$ cat config.mk
export PLATFORM = sky130hd
export DESIGN_NAME = aer_uncorrectable_error_log
export DESIGN_NICKNAME = d
export VERILOG_FILES = /design/src/aer_pkg.sv /design/src/aer_uncorrectable_error_log.sv
export SDC_FILE = /design/constraint.sdc
export NUM_CORES = 1
export LEC_CHECK = 0
export ABC_AREA = 0
export BUFFER_PORTS_ARGS = -buffer_cell sky130_fd_sc_hd__buf_4
export CORE_UTILIZATION = 45
export CTS_BUF_LIST = sky130_fd_sc_hd__clkbuf_16
export CTS_CLUSTER_DIAMETER = 60
export DETAILED_ROUTE_END_ITERATION = 8
export GPL_ROUTABILITY_DRIVEN = 0
export GPL_TIMING_DRIVEN = 1
export PLACE_DENSITY_LB_ADDON = 0.2
export SYNTH_ARGS = -nofsm -noshare
export SYNTH_HDL_FRONTEND = slang
export SYNTH_SLANG_ARGS = --single-unit
export TNS_END_PERCENT = 100
$ cat constraint.sdc
create_clock -name I_CORE_CLK -period 3.29 [get_ports I_CORE_CLK]
set_input_delay 0.4935 -clock I_CORE_CLK [delete_from_list [all_inputs] [get_ports I_CORE_CLK]]
set_output_delay 0.4935 -clock I_CORE_CLK [all_outputs]
set_load 0.01 [all_outputs]
$ cat src/aer_pkg.sv
// Constants and types for the uncorrectable error log register block.
// Assumes a single core clock and configuration accesses by dword.
package aer_pkg;

	// ==========================================================
	// Register offsets
	localparam logic [11:0] OFS_CAP_HEADER = 12'h100;
	localparam logic [11:0] OFS_UE_STATUS  = 12'h104;
	localparam logic [11:0] OFS_UE_MASK    = 12'h108;
	localparam logic [11:0] OFS_UE_SEVER   = 12'h10c;

	// ==========================================================
	// Header fields
	localparam int          CAP_ID_LSB      = 0;
	localparam int          CAP_VER_LSB     = 16;
	localparam int          NEXT_PTR_LSB    = 20;
	localparam logic [15:0] CAP_ID_VALUE    = 16'h0001;
	localparam logic [3:0]  CAP_VER_VALUE   = 4'h1;
	localparam logic [11:0] NEXT_PTR_RESET  = 12'h200;

	// ==========================================================
	// Error bit positions
	localparam int BIT_OBSOLETE    = 0;
	localparam int BIT_LINK_PROTO  = 4;
	localparam int BIT_SURPRISE    = 5;
	localparam int BIT_POISONED    = 12;
	localparam int BIT_CREDIT      = 13;
	localparam int BIT_CPL_TIMEOUT = 14;
	localparam int BIT_CPL_ABORT   = 15;
	localparam int BIT_UNEXP_CPL   = 16;
	localparam int BIT_RX_OVERFLOW = 17;
	localparam int BIT_BAD_FORMAT  = 18;
	localparam int BIT_ECRC        = 19;
	localparam int BIT_UNSUPPORTED = 20;

	// Bits with storage in status, mask and severity.
	localparam logic [31:0] IMPL_BITS    = 32'h001f_3031;
	localparam logic [31:0] STATUS_RESET = 32'h0000_0000;
	localparam logic [31:0] MASK_RESET   = 32'h0000_0000;
	localparam logic [31:0] SEVER_RESET  = 32'h0000_2030;
	localparam logic [31:0] ZERO_WORD    = 32'h0000_0000;

	// ==========================================================
	// Types
	typedef struct packed {
		logic link_proto;
		logic surprise_down;
		logic poisoned;
		logic credit_proto;
		logic unexp_cpl;
		logic rx_overflow;
		logic bad_format;
		logic ecrc;
		logic unsupported;
	} err_events_t;

	typedef struct packed {
		logic        req;
		logic        wr;
		logic [11:0] addr;
		logic [3:0]  be;
		logic [31:0] wdata;
	} cfg_req_t;

	typedef struct packed {
		logic        ack;
		logic        hit;
		logic [31:0] rdata;
	} cfg_rsp_t;

endpackage : aer_pkg

$ cat src/aer_uncorrectable_error_log.sv
// Uncorrectable error log of one switch port: header, status, mask
// and severity registers reached by configuration requests.
// Assumes requests and error events are synchronous to I_CORE_CLK and
// that I_RST_N is the fundamental reset.
`timescale 1ns/1ps

// Contract
// Header bits 15:0 read capability id 0x1.
// Header bits 19:16 read version 0x1.
// Bit 0 obsolete, resets zero, no effect.
// Status bit 4 sets on link protocol error.
// Bit 5 surprise down, zero unless capable.
// Status bit 12 sets on poisoned TLP.
// Status bit 13 sets on credit protocol error.
// Bit 14 completion timeout reads zero always.
// Bit 15 completer abort reads zero always.
// Status bit 16 sets on unexpected completion.
// Status bit 17 sets on receive overflow.
// Status bit 18 sets on malformed TLP.
// Status bit 19 sets on ECRC error.
// Status bit 20 sets on unsupported request.
// Masked errors neither logged nor reported; zero reset.
// Severity picks fatal or non-fatal report.
// Write one clears status; sticky across soft resets.
// Reserved bits read zero, ignore writes.
module aer_uncorrectable_error_log
	import aer_pkg::*;
(
	input  wire logic        I_CORE_CLK,
	input  wire logic        I_RST_N,
	input  wire cfg_req_t    I_CFG_REQ,
	input  wire err_events_t I_ERR_EVENTS,
	input  wire logic        I_SURPRISE_LOSS_REPORT_CAPABLE,
	input  wire logic        I_NEXT_PTR_UNLOCK,
	output logic             O_CFG_ACK,
	output logic             O_CFG_HIT,
	output logic [31:0]      O_CFG_RDATA,
	output logic             O_REPORT_FATAL,
	output logic             O_REPORT_NONFATAL
);

	// ==========================================================
	// Reset synchroniser
	// Reset takes effect at once, but its release waits two edges. No
	// register can then leave reset on an edge that the release disturbs.
	logic rst_meta_ff;
	logic rst_sync_ff;

	always_ff @(posedge I_CORE_CLK or negedge I_RST_N) begin
		if (!I_RST_N) begin
			rst_meta_ff <= 1'b0;
			rst_sync_ff <= 1'b0;
		end else begin
			rst_meta_ff <= 1'b1;
			rst_sync_ff <= rst_meta_ff;
		end
	end

	// ==========================================================
	// Helpers

	// Expands byte enables into a bit mask.
	function automatic logic [31:0] be_bits(input logic [3:0] be);
		be_bits = {{8{be[3]}}, {8{be[2]}}, {8{be[1]}}, {8{be[0]}}};
	endfunction : be_bits

	// Merges written bytes into a stored word, implemented bits only.
	function automatic logic [31:0] merge_rw(input logic [31:0] cur,
		input logic [31:0] wdata, input logic [3:0] be);
		logic [31:0] sel;
		sel      = be_bits(be) & IMPL_BITS;
		merge_rw = (cur & ~sel) | (wdata & sel);
	endfunction : merge_rw

	// Clears the stored bits that a write of ones selects.
	function automatic logic [31:0] w1c_clear(input logic [31:0] cur,
		input logic [31:0] wdata, input logic [3:0] be);
		w1c_clear = cur & ~(wdata & be_bits(be));
	endfunction : w1c_clear

	// Tells whether this cycle carries a request for the given offset.
	function automatic logic addr_is(input cfg_req_t req,
		input logic [11:0] ofs);
		addr_is = req.req && (req.addr == ofs);
	endfunction : addr_is

	// Tells whether any bit of a word is set.
	function automatic logic any_bit(input logic [31:0] word);
		any_bit = |word;
	endfunction : any_bit

	// ==========================================================
	// Request decode
	logic        sel_header;
	logic        sel_status;
	logic        sel_mask;
	logic        sel_sever;
	logic        rd_cycle;
	logic [31:0] wr_sel;

	assign sel_header = addr_is(I_CFG_REQ, OFS_CAP_HEADER);
	assign sel_status = addr_is(I_CFG_REQ, OFS_UE_STATUS);
	assign sel_mask   = addr_is(I_CFG_REQ, OFS_UE_MASK);
	assign sel_sever  = addr_is(I_CFG_REQ, OFS_UE_SEVER);
	assign rd_cycle   = I_CFG_REQ.req & ~I_CFG_REQ.wr;
	assign wr_sel     = be_bits(I_CFG_REQ.be);

	// ==========================================================
	// Event mapping
	// Surprise down counts only on a port that can report it, so a port
	// without that capability neither logs nor reports the event.
	logic [31:0] evt_vec;

	always_comb begin
		evt_vec                  = ZERO_WORD;
		evt_vec[BIT_LINK_PROTO]  = I_ERR_EVENTS.link_proto;
		evt_vec[BIT_SURPRISE]    = I_ERR_EVENTS.surprise_down
			& I_SURPRISE_LOSS_REPORT_CAPABLE;
		evt_vec[BIT_POISONED]    = I_ERR_EVENTS.poisoned;
		evt_vec[BIT_CREDIT]      = I_ERR_EVENTS.credit_proto;
		evt_vec[BIT_UNEXP_CPL]   = I_ERR_EVENTS.unexp_cpl;
		evt_vec[BIT_RX_OVERFLOW] = I_ERR_EVENTS.rx_overflow;
		evt_vec[BIT_BAD_FORMAT]  = I_ERR_EVENTS.bad_format;
		evt_vec[BIT_ECRC]        = I_ERR_EVENTS.ecrc;
		evt_vec[BIT_UNSUPPORTED] = I_ERR_EVENTS.unsupported;
	end

	// ==========================================================
	// Register state
	logic [31:0] status_ff;
	logic [31:0] mask_ff;
	logic [31:0] sever_ff;
	logic [11:0] next_ptr_ff;
	logic        wr_cycle;
	logic [31:0] unmasked_evt;
	logic [31:0] nxt_status;

	assign wr_cycle     = I_CFG_REQ.req & I_CFG_REQ.wr;
	assign unmasked_evt = evt_vec & ~mask_ff & IMPL_BITS;

	// Status bits are sticky: only the fundamental reset or a write of one
	// clears them, and a new event wins over a clear in the same cycle.
	always_comb begin
		nxt_status = status_ff;
		if (wr_cycle && sel_status) begin
			nxt_status = w1c_clear(status_ff, I_CFG_REQ.wdata,
				I_CFG_REQ.be);
		end
		nxt_status = (nxt_status | unmasked_evt) & IMPL_BITS;
	end

	// Bit 0 never has a hardware source, so it only ever reads zero.
	always_ff @(posedge I_CORE_CLK or negedge rst_sync_ff) begin
		if (!rst_sync_ff) begin
			status_ff <= STATUS_RESET;
		end else begin
			status_ff <= nxt_status;
		end
	end

	always_ff @(posedge I_CORE_CLK or negedge rst_sync_ff) begin
		if (!rst_sync_ff) begin
			mask_ff <= MASK_RESET;
		end else if (wr_cycle && sel_mask) begin
			mask_ff <= merge_rw(mask_ff, I_CFG_REQ.wdata,
				I_CFG_REQ.be);
		end
	end

	always_ff @(posedge I_CORE_CLK or negedge rst_sync_ff) begin
		if (!rst_sync_ff) begin
			sever_ff <= SEVER_RESET;
		end else if (wr_cycle && sel_sever) begin
			sever_ff <= merge_rw(sever_ff, I_CFG_REQ.wdata,
				I_CFG_REQ.be);
		end
	end

	// The next pointer is writable only while the unlock input is high.
	always_ff @(posedge I_CORE_CLK or negedge rst_sync_ff) begin
		if (!rst_sync_ff) begin
			next_ptr_ff <= NEXT_PTR_RESET;
		end else if (wr_cycle && I_NEXT_PTR_UNLOCK && sel_header) begin
			next_ptr_ff <= (next_ptr_ff & ~wr_sel[NEXT_PTR_LSB +: 12])
				| (I_CFG_REQ.wdata[NEXT_PTR_LSB +: 12]
				& wr_sel[NEXT_PTR_LSB +: 12]);
		end
	end

	// ==========================================================
	// Read path
	logic [31:0] rd_word;
	logic        rd_hit;

	always_comb begin
		rd_word = ZERO_WORD;
		rd_hit  = 1'b1;
		case (I_CFG_REQ.addr)
			OFS_CAP_HEADER: begin
				rd_word[CAP_ID_LSB +: 16]  = CAP_ID_VALUE;
				rd_word[CAP_VER_LSB +: 4]  = CAP_VER_VALUE;
				rd_word[NEXT_PTR_LSB +: 12] = next_ptr_ff;
			end
			OFS_UE_STATUS: rd_word = status_ff & IMPL_BITS;
			OFS_UE_MASK:   rd_word = mask_ff & IMPL_BITS;
			OFS_UE_SEVER:  rd_word = sever_ff & IMPL_BITS;
			default:       rd_hit  = 1'b0;
		endcase
	end

	// Every request is answered on the next edge, mapped or not.
	always_ff @(posedge I_CORE_CLK or negedge rst_sync_ff) begin
		if (!rst_sync_ff) begin
			O_CFG_ACK <= 1'b0;
		end else begin
			O_CFG_ACK <= I_CFG_REQ.req;
		end
	end

	// Hit tells the requester that the offset belongs to this block.
	always_ff @(posedge I_CORE_CLK or negedge rst_sync_ff) begin
		if (!rst_sync_ff) begin
			O_CFG_HIT <= 1'b0;
		end else begin
			O_CFG_HIT <= I_CFG_REQ.req & rd_hit;
		end
	end

	// Writes and unmapped reads return a zero word.
	always_ff @(posedge I_CORE_CLK or negedge rst_sync_ff) begin
		if (!rst_sync_ff) begin
			O_CFG_RDATA <= ZERO_WORD;
		end else if (rd_cycle) begin
			O_CFG_RDATA <= rd_word;
		end else begin
			O_CFG_RDATA <= ZERO_WORD;
		end
	end

	// ==========================================================
	// Error reporting
	logic [31:0] fatal_evt;
	logic [31:0] nonfatal_evt;

	assign fatal_evt    = unmasked_evt & sever_ff;
	assign nonfatal_evt = unmasked_evt & ~sever_ff;

	// One pulse per cycle and class, however many events coincide.
	always_ff @(posedge I_CORE_CLK or negedge rst_sync_ff) begin
		if (!rst_sync_ff) begin
			O_REPORT_FATAL <= 1'b0;
		end else begin
			O_REPORT_FATAL <= any_bit(fatal_evt);
		end
	end

	always_ff @(posedge I_CORE_CLK or negedge rst_sync_ff) begin
		if (!rst_sync_ff) begin
			O_REPORT_NONFATAL <= 1'b0;
		end else begin
			O_REPORT_NONFATAL <= any_bit(nonfatal_evt);
		end
	end

endmodule : aer_uncorrectable_error_log
==> results.txt <==
status - finished with violations
violated checks - design-rule violations
Worst Hold Class - register to asynchronous set/reset pin
asr flop ratio synth - 100%
RSZ-0062 raised after global routing - false
Most used DFF post-synth - dfrtp_1
Worst-path clk slew - 0.06 ns
Crit path required time - 3.49 ns
Slew @ Worst Pin - 0.765 ns
initial antenna violation count - 0
slowest library cell on the worst path - nor4b_1
Iter 0 DRT Violations - 87
TritonCTS clock tree - done
grt ovf - 0
Clock Latency Late Sink - 0.31 ns
relative max-transition margin - 48.3%
Critical Path Fanout Max - 6
DRC Markers - 11
io pins - 99
Static Leak - 1.96 nW
Synth Instances - 243
DRT Wirelength - 6.27 mm
Worst Path Arrival - 2.38 ns
Max-Cap Viols - 0
top post-synthesis cells by count - dfrtp_1 (65), mux2_2 (39), nor2_1 (25)
Syn Area/Cell - 12.5 µm²
Final Max Slew Viols - 0
detailed-placement wirelength estimate - 4.65 mm
Pwr Total - 1.97 mW
synth top area cells - dfrtp_1 (53%), mux2_2 (14%), dfstp_2 (3.4%)
DIE AREA - 0.00710 mm²
fin crit share - 66.4%
vias per cell - 5.18
Max stage delay on crit path - 0.69 ns
vias post-DR - 2129
Yosys reg bits - 69
Post-Syn Area - 0.00305 mm²
Sink Count - 69
CP Capture Type - register
vias in the first global route - 2107
Starting Density - 47.2%
CP Launch Type - primary input
achievable clock frequency - 0.458 GHz
Antenna Violating Nets Remaining - 0
setup TNS - 0 ns
H-tree Lvls - 3
Die H - 84.3 µm
clock skew - 0.00575 ns
number of CTS-inserted buffers - 9
Resize count post-CTS - 0
total global-route track usage - 19.2%
minimum clock period - 2.18 ns
Cell variety after synth - 32
final setup violation count - 0
Setup CP Type - primary input to register
worst vdd ir - 0.296 mV
final hold viol count - 0
area grow syn2layout - 31.7%
Port Buffer Count - 76
count of warnings emitted by yosys - 0
crit-path cells - buf_4, nor4b_1, nand4_1, buf_4, a221oi_1
area share of the largest cell type after synthesis - 53.4%
leading area contributor after synthesis - dfrtp_1
largest net degree at the start of global routing - 35
Total Nets Final - 392
Buf/Inv on CP - 2
sequential-to-total area share from yosys stat - 56.8%
Root Buffer Master - clkbuf_16
most frequent cell after synthesis - dfrtp_1
Die Width - 84.3 µm
maximum buffer depth of the clock tree - 2
first-pass GRT wire length - 10.4 mm
delay-heaviest family, CP - simple AND/OR/NAND/NOR gates
EDFF count, synth - 0
num rows - 29
WL per Instance - 15.3 µm
Pwr Density - 492 mW/mm²
share of cells above drive strength 1 - 44.6%
diode count - 0
Post-CTS Setup Inserts - 0
Std-Cell Core Area - 0.00646 mm²
CTS Hold Bufs - 1
Most Frequent Cell on Critical Path - buf_4
drt first pass iters - 6
logic make-up after synthesis:
group / Yosys count / share of synthesized area (%)
and+or+nand+nor: 81 / 16.7
buffers and inverters: 21 / 3.94
AOI/OAI and AO/OA: 28 / 6.45
muxes: 42 / 15.8
other: 2 / 0.246
DFF: 69 / 56.8
worst register-to-register path, stage by stage (launching register included):
cell and delay (ns):
dfrtp_1 0.37, nor2b_1 0.08, a22o_1 0.24, a221oi_1 0.36, nand4_1 0.15
placed cells by master, fill, tap and decap left out, drive strengths merged:
cell          n
buf          81
dfrtp        65
mux2         39
nor2         26
conb         12
nor2b        11
and2         11
a22oi         9
nand2b        9
a31oi         9
clkbuf        9
nand4         5
inv           5
nor4          5
o22ai         4
dfstp         4
nand2         4
clkinv        4
a221oi        3
nand3         3
nor3          2
mux2i         2
nor3b         2
bufinv        2
nor4b         1
mux4          1
and3          1
or4b          1
a22o          1
o211ai        1
a21oi         1
dlygate4sd3   1
final cells by class:
class,instances,area (µm²)
Fill cell,519,2450
Sequential cell,69,1730
Multi-Input combinational cell,163,1230
Timing Repair Buffer,82,618
Clock buffer,9,225
Tap cell,77,96.3
Clock inverter,7,91.3
Inverter,4,15.0
metrics by stage:
step | instances | area (µm²) | hold WS (ns) | util (%) | worst slack (ns)
2_1_floorplan | 253 | 3080 | 0.198 | - | 1.23
3_5_place_dp | 394 | 3680 | 0.0846 | 57.1 | 0.782
5_1_grt | 411 | 4010 | 0.0977 | 62.1 | 0.849
4_1_cts | 411 | 4010 | 0.0870 | 62.1 | 1.05
6_report | 411 | 4010 | 0.0837 | 62.1 | 1.11
3_3_place_gp | 394 | 3680 | 0.0811 | 57.1 | 0.800
where the power goes:
| group | total (mW) | leakage, nW | internal (mW) | switching (mW) |
|---|---|---|---|---|
| registers | 0.854 | 0.884 | 0.852 | 0.00216 |
| clock network | 0.997 | 0.161 | 0.660 | 0.337 |
| logic | 0.122 | 0.917 | 0.0582 | 0.0633 |
layer usage:
metal / share of wire, % / track usage, % / wire length [µm]
met1: 42 / 24.8 / 2650
met4: 0.96 / 5.96 / 60
met3: 5.6 / 5.51 / 350
met2: 51 / 31.5 / 3210
met5: 0 / 0 / 0
path summary, 6_finish.rpt:
kind	start	end	slack, ns	depth (start not counted)
max in group asynchronous	rst_sync_ff$_DFF_PN0_	asynchronous set/reset pin	2.53	1
setup / recovery	I_CFG_REQ[45]	O_CFG_RDATA[16]$_DFF_PN0_	1.11	5
setup reg to reg	register	O_REPORT_FATAL$_DFF_PN0_	1.95	4
min in group I_CORE_CLK	I_CFG_REQ[49]	O_CFG_ACK$_DFF_PN0_	0.33	1
hold / removal	rst_sync_ff$_DFF_PN0_	O_CFG_HIT$_DFF_PN0_	0.08	0
hold reg to reg	rst_sync_ff$_DFF_PN0_	O_CFG_HIT$_DFF_PN0_	0.08	0
Note: power is estimated with default switching activity, not from simulation.
